**config.mk**
```make
export PLATFORM = sky130hd
export DESIGN_NAME = fault_supervisor
export DESIGN_NICKNAME = d
export VERILOG_FILES = /design/src/fault_supervisor.v /design/src/pulse_streak.v
export VERILOG_INCLUDE_DIRS = /design/src
export SDC_FILE = /design/constraint.sdc
export NUM_CORES = 1
export LEC_CHECK = 0
export ABC_AREA = 1
export ABC_CLOCK_PERIOD_IN_PS = 3550
export BUFFER_PORTS_ARGS = -buffer_cell sky130_fd_sc_hd__buf_2
export CAP_MARGIN = 10
export CORE_ASPECT_RATIO = 0.7
export CORE_MARGIN = 8
export CORE_UTILIZATION = 40
export CTS_CLUSTER_DIAMETER = 150
export DETAILED_ROUTE_END_ITERATION = 7
export PLACE_DENSITY = 0.55
export SLEW_MARGIN = 10
export SYNTH_ARGS = -nofsm -noshare
export SYNTH_HDL_FRONTEND = slang
export SYNTH_HIERARCHICAL = 1
export SYNTH_SLANG_ARGS = --single-unit
```
**constraint.sdc**
```tcl
create_clock -name clk_in -period 3.55 [get_ports clk_in]
set_input_delay 0.8875 -clock clk_in [delete_from_list [all_inputs] [get_ports clk_in]]
set_output_delay 0.8875 -clock clk_in [all_outputs]
set_load 0.02 [all_outputs]
```
**src/fault_sup_regs.vh**
```
// fault supervisor constants: timing figures and derived cycle counts
// assumes a 40 MHz clock; included by both design files
`ifndef FAULT_SUP_REGS_VH
`define FAULT_SUP_REGS_VH
`define CLK_MHZ 40
`define OPP_TIMER_MS 160
`define OPP_TIMER_CYC (`OPP_TIMER_MS * 1000 * `CLK_MHZ)
`define RECOVERY_MS 1500
`define RECOVERY_CYC (`RECOVERY_MS * 1000 * `CLK_MHZ)
`define CAP_OV_US 750
`define CAP_OV_CYC (`CAP_OV_US * `CLK_MHZ)
`define BIAS_CHECK_US 10
`define BIAS_CHECK_CYC (`BIAS_CHECK_US * `CLK_MHZ)
`define PULSE_LONG_US 2
`define PULSE_LONG_CYC (`PULSE_LONG_US * `CLK_MHZ)
`define PULSE_SHORT_US 1
`define PULSE_SHORT_CYC (`PULSE_SHORT_US * `CLK_MHZ)
`define CONSEC_PULSES 3
`define CNT_W 26
`endif

```
**src/fault_supervisor.v**
```verilog
// flyback fault supervisor: gates the low-side drive, runs recovery
// assumes comparator and sense inputs are synchronous to clk_in
//
// Behaviour
// - output short at power limit starts 160 ms timer
// - supply-off with overpower or low sense: recover now
// - three over-current pulses stop switching, bias low
// - fault response cycles supply only, no pulses
// - restart at first supply-off after recovery
// - reference rail low stops switching, restart cycle
// - held reference low stays off, no switching
// - overtemperature forces restart, stays off while hot
// - pin faults auto-recover, never latch
// - short sense pin checked on first pulse only
// - select high: first pulse over 2 us faults
// - select low: limit 2 us or 1 us by resistor
// - sense pin high three pulses: start recovery
// - bias pin falls within 10 us: forced restart
// - bias pin overvoltage three pulses: forced restart
// - discharge pin overvoltage 750 us: forced restart
// - during recovery timer stay faulted, no switching
`timescale 1ns/100ps
`include "fault_sup_regs.vh"
module fault_supervisor #(
   parameter [25:0] OPP_CYC = `OPP_TIMER_CYC,
   parameter [25:0] RECOVERY_CYC = `RECOVERY_CYC,
   parameter OPP_TIMER_EN = 1,
   parameter CAP_OV_EN = 1
) (
   input wire clk_in,
   input wire rst_in,
   input wire gate_request_in,
   input wire supply_on_in,
   input wire supply_off_in,
   input wire over_power_in,
   input wire peak_power_limit_in,
   input wire voltage_sense_low_in,
   input wire over_current_in,
   input wire blanking_done_in,
   input wire demag_active_in,
   input wire ref_good_in,
   input wire over_temp_in,
   input wire select_in,
   input wire demag_res_high_in,
   input wire bias_below_14v_in,
   input wire bias_over_in,
   input wire timing_res_fault_in,
   input wire cap_discharge_ov_in,
   output wire low_side_gate_drive_out,
   output reg bias_enable_out,
   output reg force_restart_out,
   output reg recovery_active_out,
   output reg over_current_fault_out
);
   // ************************************************
   // state machine
   // ************************************************
   localparam [2:0] ST_OFF = 3'h0;
   localparam [2:0] ST_CHECK = 3'h1;
   localparam [2:0] ST_RUN = 3'h2;
   localparam [2:0] ST_RECOVER = 3'h3;
   localparam [2:0] ST_WAIT_OFF = 3'h4;
   localparam [2:0] ST_RESTART = 3'h5;
   localparam [7:0] FIRST_LONG_LAST = `PULSE_LONG_CYC - 1;
   localparam [7:0] FIRST_SHORT_LAST = `PULSE_SHORT_CYC - 1;
   localparam [25:0] BIAS_CHECK_CNT = `BIAS_CHECK_CYC;
   localparam [15:0] CAP_OV_CNT = `CAP_OV_CYC;

   reg [2:0] state_q;
   reg [2:0] state_d;
   reg [25:0] timer_q;
   reg [25:0] opp_q;
   reg [15:0] cap_q;
   reg [7:0] on_q;
   reg first_q;
   reg gate_q;
   reg oc_seen_q;
   reg cs_seen_q;
   reg bias_seen_q;
   wire pulse_end;
   wire oc_trip;
   wire cs_open_trip;
   wire bias_trip;
   wire [7:0] first_limit;
   wire first_too_long;
   wire opp_done;
   wire cap_done;
   wire hard_fault;
   wire recover_fault;
   wire switching;
   wire oc_now;
   wire cs_now;
   wire bias_now;

   function [25:0] sat_inc;
      input [25:0] v;
      begin
         sat_inc = (v == 26'h3FFFFFF) ? v : v + 26'h1;
      end
   endfunction

   function [7:0] sat_inc8;
      input [7:0] v;
      begin
         sat_inc8 = (v == 8'hFF) ? v : v + 8'h1;
      end
   endfunction

   function [15:0] sat_inc16;
      input [15:0] v;
      begin
         sat_inc16 = (v == 16'hFFFF) ? v : v + 16'h1;
      end
   endfunction

   assign switching = (state_q == ST_RUN);
   // gate is registered: cut at the clock edge after a fault is seen
   assign low_side_gate_drive_out = gate_q;
   assign pulse_end = gate_q && !(gate_request_in && switching);

   // ************************************************
   // fault detectors
   // ************************************************
   // limit is the last allowed on cycle, so a cut
   // first pulse is exactly the limit wide and never a cycle more
   assign first_limit = (select_in || demag_res_high_in) ?
      FIRST_LONG_LAST : FIRST_SHORT_LAST;
   assign first_too_long = first_q && gate_q && (on_q >= first_limit);

   pulse_streak oc_streak (
      .clk_in(clk_in),
      .rst_in(rst_in),
      .clear_in(!switching),
      .pulse_end_in(pulse_end),
      .seen_in(oc_seen_q || oc_now),
      .trip_out(oc_trip)
   );
   pulse_streak cs_streak (
      .clk_in(clk_in),
      .rst_in(rst_in),
      .clear_in(!switching),
      .pulse_end_in(pulse_end),
      .seen_in(cs_seen_q || cs_now),
      .trip_out(cs_open_trip)
   );
   pulse_streak bias_streak (
      .clk_in(clk_in),
      .rst_in(rst_in),
      .clear_in(!switching),
      .pulse_end_in(pulse_end),
      .seen_in(bias_seen_q || bias_now),
      .trip_out(bias_trip)
   );

   assign opp_done = (OPP_TIMER_EN != 0) && (opp_q >= OPP_CYC);
   assign cap_done = (CAP_OV_EN != 0) &&
      (cap_q >= CAP_OV_CNT);
   // faults answered by one supply restart cycle only
   assign hard_fault = !ref_good_in || over_temp_in || bias_trip ||
      cap_done;
   assign recover_fault = oc_trip || cs_open_trip || first_too_long ||
      opp_done;
   // closing-cycle events still count for the pulse that ends
   // only between blanking and demag end counts
   assign oc_now = over_current_in && blanking_done_in &&
      (gate_q || demag_active_in);
   // open sense pin pulled high is seen off-pulse
   assign cs_now = over_current_in && !gate_q;
   assign bias_now = bias_over_in;

   // ************************************************
   // sequencing
   // ************************************************
   always @* begin
      state_d = state_q;
      case (state_q)
         ST_OFF: begin
            // held reference low never leaves here
            if (supply_on_in && ref_good_in && !over_temp_in) begin
               state_d = ST_CHECK;
            end
         end
         ST_CHECK: begin
            if (timing_res_fault_in) begin
               state_d = ST_RESTART;
            end else if (timer_q >= BIAS_CHECK_CNT) begin
               // pin open only sags fast, so low here means open
               state_d = bias_below_14v_in ? ST_RESTART : ST_RUN;
            end
         end
         ST_RUN: begin
            if (supply_off_in && (over_power_in || voltage_sense_low_in)) begin
               state_d = ST_RECOVER;
            end else if (hard_fault || supply_off_in) begin
               state_d = ST_RESTART;
            end else if (recover_fault) begin
               state_d = ST_RECOVER;
            end
         end
         ST_RECOVER: begin
            if (timer_q >= RECOVERY_CYC) begin
               state_d = ST_WAIT_OFF;
            end
         end
         ST_WAIT_OFF: begin
            if (supply_off_in) begin
               state_d = ST_OFF;
            end
         end
         ST_RESTART: begin
            // supply collapse ends the cycle; repeats if still faulty
            if (supply_off_in) begin
               state_d = ST_OFF;
            end
         end
         default: begin
            state_d = ST_OFF;
         end
      endcase
   end

   always @(posedge clk_in or posedge rst_in) begin
      if (rst_in) begin
         state_q <= ST_OFF;
         timer_q <= 26'h0;
      end else begin
         state_q <= state_d;
         timer_q <= (state_d != state_q) ? 26'h0 : sat_inc(timer_q);
      end
   end

   // ************************************************
   // fault timers
   // ************************************************
   always @(posedge clk_in or posedge rst_in) begin
      if (rst_in) begin
         opp_q <= 26'h0;
         cap_q <= 16'h0;
      end else begin
         // power limit hit continuously runs the long timer
         opp_q <= (switching && peak_power_limit_in) ? sat_inc(opp_q)
            : 26'h0;
         // any gap in the overvoltage restarts the count
         cap_q <= cap_discharge_ov_in ? sat_inc16(cap_q) : 16'h0;
      end
   end

   // ************************************************
   // gate and pulse tracking
   // ************************************************
   always @(posedge clk_in or posedge rst_in) begin
      if (rst_in) begin
         gate_q <= 1'b0;
         on_q <= 8'h0;
         first_q <= 1'b1;
      end else begin
         // only the run state may pulse
         gate_q <= gate_request_in && (state_d == ST_RUN) &&
            !first_too_long;
         on_q <= gate_q ? sat_inc8(on_q) : 8'h0;
         if (state_q == ST_OFF) begin
            first_q <= 1'b1;
         end else if (pulse_end) begin
            first_q <= 1'b0;
         end
      end
   end

   // ************************************************
   // per-pulse fault flags
   // ************************************************
   always @(posedge clk_in or posedge rst_in) begin
      if (rst_in) begin
         oc_seen_q <= 1'b0;
         cs_seen_q <= 1'b0;
         bias_seen_q <= 1'b0;
      end else if (pulse_end || !switching) begin
         oc_seen_q <= 1'b0;
         cs_seen_q <= 1'b0;
         bias_seen_q <= 1'b0;
      end else begin
         if (oc_now) begin
            oc_seen_q <= 1'b1;
         end
         if (cs_now) begin
            cs_seen_q <= 1'b1;
         end
         if (bias_now) begin
            bias_seen_q <= 1'b1;
         end
      end
   end

   // ************************************************
   // status outputs
   // ************************************************
   always @(posedge clk_in or posedge rst_in) begin
      if (rst_in) begin
         bias_enable_out <= 1'b0;
         force_restart_out <= 1'b0;
         recovery_active_out <= 1'b0;
         over_current_fault_out <= 1'b0;
      end else begin
         bias_enable_out <= (state_d == ST_RUN) ||
            (state_d == ST_CHECK);
         force_restart_out <= (state_d == ST_RESTART);
         recovery_active_out <= (state_d == ST_RECOVER);
         // set wins over the clear in one cycle
         if (state_q == ST_RUN && oc_trip) begin
            over_current_fault_out <= 1'b1;
         end else if (state_d == ST_OFF) begin
            over_current_fault_out <= 1'b0;
         end
      end
   end
endmodule // fault_supervisor

```
**src/pulse_streak.v**
```verilog
// three-in-a-row counter of gate pulses showing a condition
// assumes pulse_end_in is a one-cycle strobe at each gate pulse end
`timescale 1ns/100ps
`include "fault_sup_regs.vh"
module pulse_streak (
   input wire clk_in,
   input wire rst_in,
   input wire clear_in,
   input wire pulse_end_in,
   input wire seen_in,
   output wire trip_out
);
   localparam [1:0] TRIP_AT = `CONSEC_PULSES - 1;
   reg [1:0] count_q;
   // a clean pulse breaks the streak
   always @(posedge clk_in or posedge rst_in) begin
      if (rst_in) begin
         count_q <= 2'h0;
      end else if (clear_in) begin
         count_q <= 2'h0;
      end else if (pulse_end_in) begin
         if (!seen_in) begin
            count_q <= 2'h0;
         end else if (count_q != 2'h3) begin
            count_q <= count_q + 2'h1;
         end
      end
   end
   assign trip_out = pulse_end_in && seen_in &&
      (count_q == TRIP_AT);
endmodule // pulse_streak

```
==> impl_metrics.csv <==
group,metric,value,unit
logic_synthesis,synth_top_family_by_area,"simple AND/OR/NAND/NOR gates",
pwr,power_leakage,3.20,nW
sta,fmax,358,MHz
critical_path,required,3.78,ns
global_routing,grt_max_degree,59,
pwr,switching_power,0.878,mW
logic_synthesis,synth_area_leader_cell,"dfrtp_1",
pwr,comb_power_share,22.5,%
logic_synthesis,yosysMostFrequentCell,"nand2_1",
logic_synthesis,synth.distinct_cells,46,
pwr,power_frac_seq,42.1,%
finish,final_util,45.4,%
sta,fin_crit_sh,78.6,%
logic_synthesis,synth-seq-area-share,38.8,%
route,dr.pass1.iters,5,
status,status,"complete, no violations",
global_routing,gr-usage-all-layers,15.9,%
sta,timing.hold.ws,0.421,ns
route,wl_per_cell,14.0,um
critical_path,cp.arrival,3.02,ns
logic_synthesis,ys.warnings.count,6,
logic_synthesis,synth-seq-cells,94,
critical_path,path_cells,"nor3_2, nand2_1, nand2_1, inv_1, and3_2, inv_1, nand2_1, nor3_1, nand2_1, nor2_2, nand3_1, nand2_1, nand2_1, nand2_4, nand2_4, nand3_4, buf_12, nor2_1",
sta,hold_viol_final,0,
pwr,pwr-share-clk,35.4,%
floorplanning,start_util,41.1,%
critical_path,end_kind,"flop",
pwr,p_sw_share,32.4,%
critical_path,startpoint_type,"flop",
floorplanning,core_region_area,14800,um2
pwr,internal-power,1.84,mW
route,top_layer_used,"met4",
flow_run,cap_violations,0,
clock_tree,cts_buffers,9,
sta,finalSetupTns,0,ns
placement,dp_slack,0.502,ns
route,antenna_left,0,
finish,area.growth.synth_to_final,10.5,%
sta,relSlewSlack,32.0,%
floorplanning,num_io_pins,24,
global_routing,antenna_found_initial,0,
route,via_per_inst,5.09,
logic_synthesis,synth_edf_count,0,
sta,finalSetupViolCount,0,
sta,fin_crit,2.79,ns
global_routing,grt_pass1_wl,25400,um
logic_synthesis,synth_compound_area_share,7.67,%
finish,nets,881,
clock_tree,cts_tree,"built",
placement,port_buffers,23,
clock_tree,clkTransAtPathRegs,0.07,ns
logic_synthesis,synth_top_area_share,38.4,%
critical_path,cpMostUsedCell,"nand2_1",
critical_path,crit_type,"flop to flop",
logic_synthesis,synth_xor_area_share,3.18,%
route,drc,0,
critical_path,crit_slowest_cell,"dfrtp_1",
clock_tree,cts_buffer_depth,2,
sta,rsz0062_at_grt,"no",
logic_synthesis,syn_area,6070,um2
clock_tree,cts_setup_buffers,0,
route,wl_met3,736,um
clock_tree,clock-sinks,94,
sta,setup_ws,0.760,ns
clock_tree,root_buffer,"clkbuf_16",
global_routing,grt.overflow.total,0,
logic_synthesis,async_reset_ff_share,100,%
logic_synthesis,postSynthCellCount,814,
logic_synthesis,synth_area_leaders,"dfrtp_1, nand2_1, inv_1",
sta,worst_slew_pin_slew,1.02,ns
floorplanning,rows,37,
critical_path,worstPathMaxFanout,16,
logic_synthesis,syn_area_per_cell,7.45,um2
floorplanning,die_w,163,um
route,wl,14600,um
sta,worst_clock_skew,0.00777,ns
route,vias,5319,
route,drtIter0Drc,489,
route,met2_length,6380,um
floorplanning,fp.dieH,119,um
route,wl_met1,7340,um
clock_tree,htree_levels,3,
clock_tree,ctsHoldBuffers,0,
logic_synthesis,synth_flop_cell,"dfrtp_1",
pwr,p_total,2.71,mW
logic_synthesis,synthSimpleGateAreaFrac,37.1,%
placement,dp_hpwl,11100,um
clock_tree,cts-resized-gates,0,
logic_synthesis,yosys.area_share.adder,3.30,%
placement,gp_congestion,0.906,
sta,slew_violations,0,
logic_synthesis,synthMuxAreaShare,0,%
finish,drive_above_1_share,13.5,%
pwr,ir_drop,0.298,mV
logic_synthesis,postSynthNetCount,849,
pwr,power.density,405,nW/um2
critical_path,max_stage_delay,0.49,ns
clock_tree,clock_latency,0.35,ns
finish,fill_cells,1465,
finish,antenna_cells,0,
global_routing,grt_pass1_vias,5213,
hold_path,hold_path_class,"input pin to async pin",
floorplanning,dieArea,19400,um2
logic_synthesis,synthTopCellsByCount,"nand2_1, inv_1, dfrtp_1, nor2_1, nand3_1",
[worst paths after layout]
check | slack, ns | from | cells past startpoint | end
setup reg to reg | 0.76 | state_q[2] | 18 | timer_q[24]
hold reg to reg | 0.46 | first_q | 2 | first_q
min in group clk_in | 0.46 | first_q | 2 | first_q
setup / recovery | 0.76 | state_q[2] | 18 | timer_q[24]
max in group asynchronous | 1.99 | rst_in | 3 | opp_q[4]
hold / removal | 0.42 | rst_in | 2 | bias_streak/count_q[0]
[power groups by stage]
stage / clock network [mW] / logic (mW) / registers, mW
after CTS: 1.00 / 0.619 / 1.14
after detailed placement: 0 / 0.619 / 1.16
after global routing: 1.03 / 0.673 / 1.15
after global placement: 0 / 0.604 / 1.16
final: 0.961 / 0.611 / 1.14
after floorplan: 0 / 0.521 / 1.17
[worst max-delay path, delay by kind of cell, from the launching register on]
kind	cells	cell delay (ns)
simple gates	15	1.72
buf+inv	3	0.45
flops	1	0.49
[cell families (layout without fill, tap and decap cells)]
family                     after synthesis  in the layout
buffers and inverters                  149            185
DFF                                     94             94
adders and majority gates               16             16
xor gates and xnor gates                22             22
and+or+nand+nor                        450            450
AOI/OAI and AO/OA                       83             83
[layout by cell type, fill, tap and decap left out, types with 3 or more instances in the layout]
cell	Yosys	final
nand4_1	24	24
nand2_1	176	176
or2_2	6	6
nor4_1	9	9
dfrtp_1	93	93
clkinvlp_4	0	3
o31ai_1	3	3
nor2_4	23	23
nor2_1	85	85
nand2_2	8	8
inv_2	6	6
buf_4	0	6
inv_1	132	131
o21ai_0	41	41
nand2_4	3	3
xnor2_1	4	4
a31oi_1	6	6
and3_2	3	3
nor2_2	9	9
nand3_1	66	66
buf_2	2	23
ha_1	16	16
clkbuf_16	0	9
a21oi_1	22	22
xor2_1	18	18
nor3_1	27	27
[through the flow]
step | cell area (um2) | std cells
detailed placement | 6420 | 1030
CTS | 6710 | 1045
finish | 6710 | 1045
global placement | 6420 | 1030
global route | 6710 | 1045
floorplan | 6070 | 814
[area by class of cell]
class	instances	area, um2	share of cell area [%]
multi-input combinational	571	3110	46.4
sequential	94	2350	35.1
inverter	140	529	7.89
tap	195	244	3.64
clock buffer	10	229	3.41
timing repair buffer	30	180	2.69
clock inverter	5	61.3	0.914
[layer usage]
metal	vias to the layer above	track usage [%]
met2	117	23.9
met5	-	0
met1	2512	22.6
met4	0	4.17
met3	14	3.27
li1	2676	-
[registers in the layout, indices dropped and copies added (netlist names)]
signal	cells
bias_enable_out	1
bias_seen_q	1
bias_streak/count_q	2
cap_q	16
cs_seen_q	1
cs_streak/count_q	2
first_q	1
force_restart_out	1
low_side_gate_drive_out	1
oc_seen_q	1
oc_streak/count_q	2
on_q	8
opp_q	26
over_current_fault_out	1
recovery_active_out	1
state_q	3
timer_q	26
Note: power is estimated with default switching activity, not from simulation.
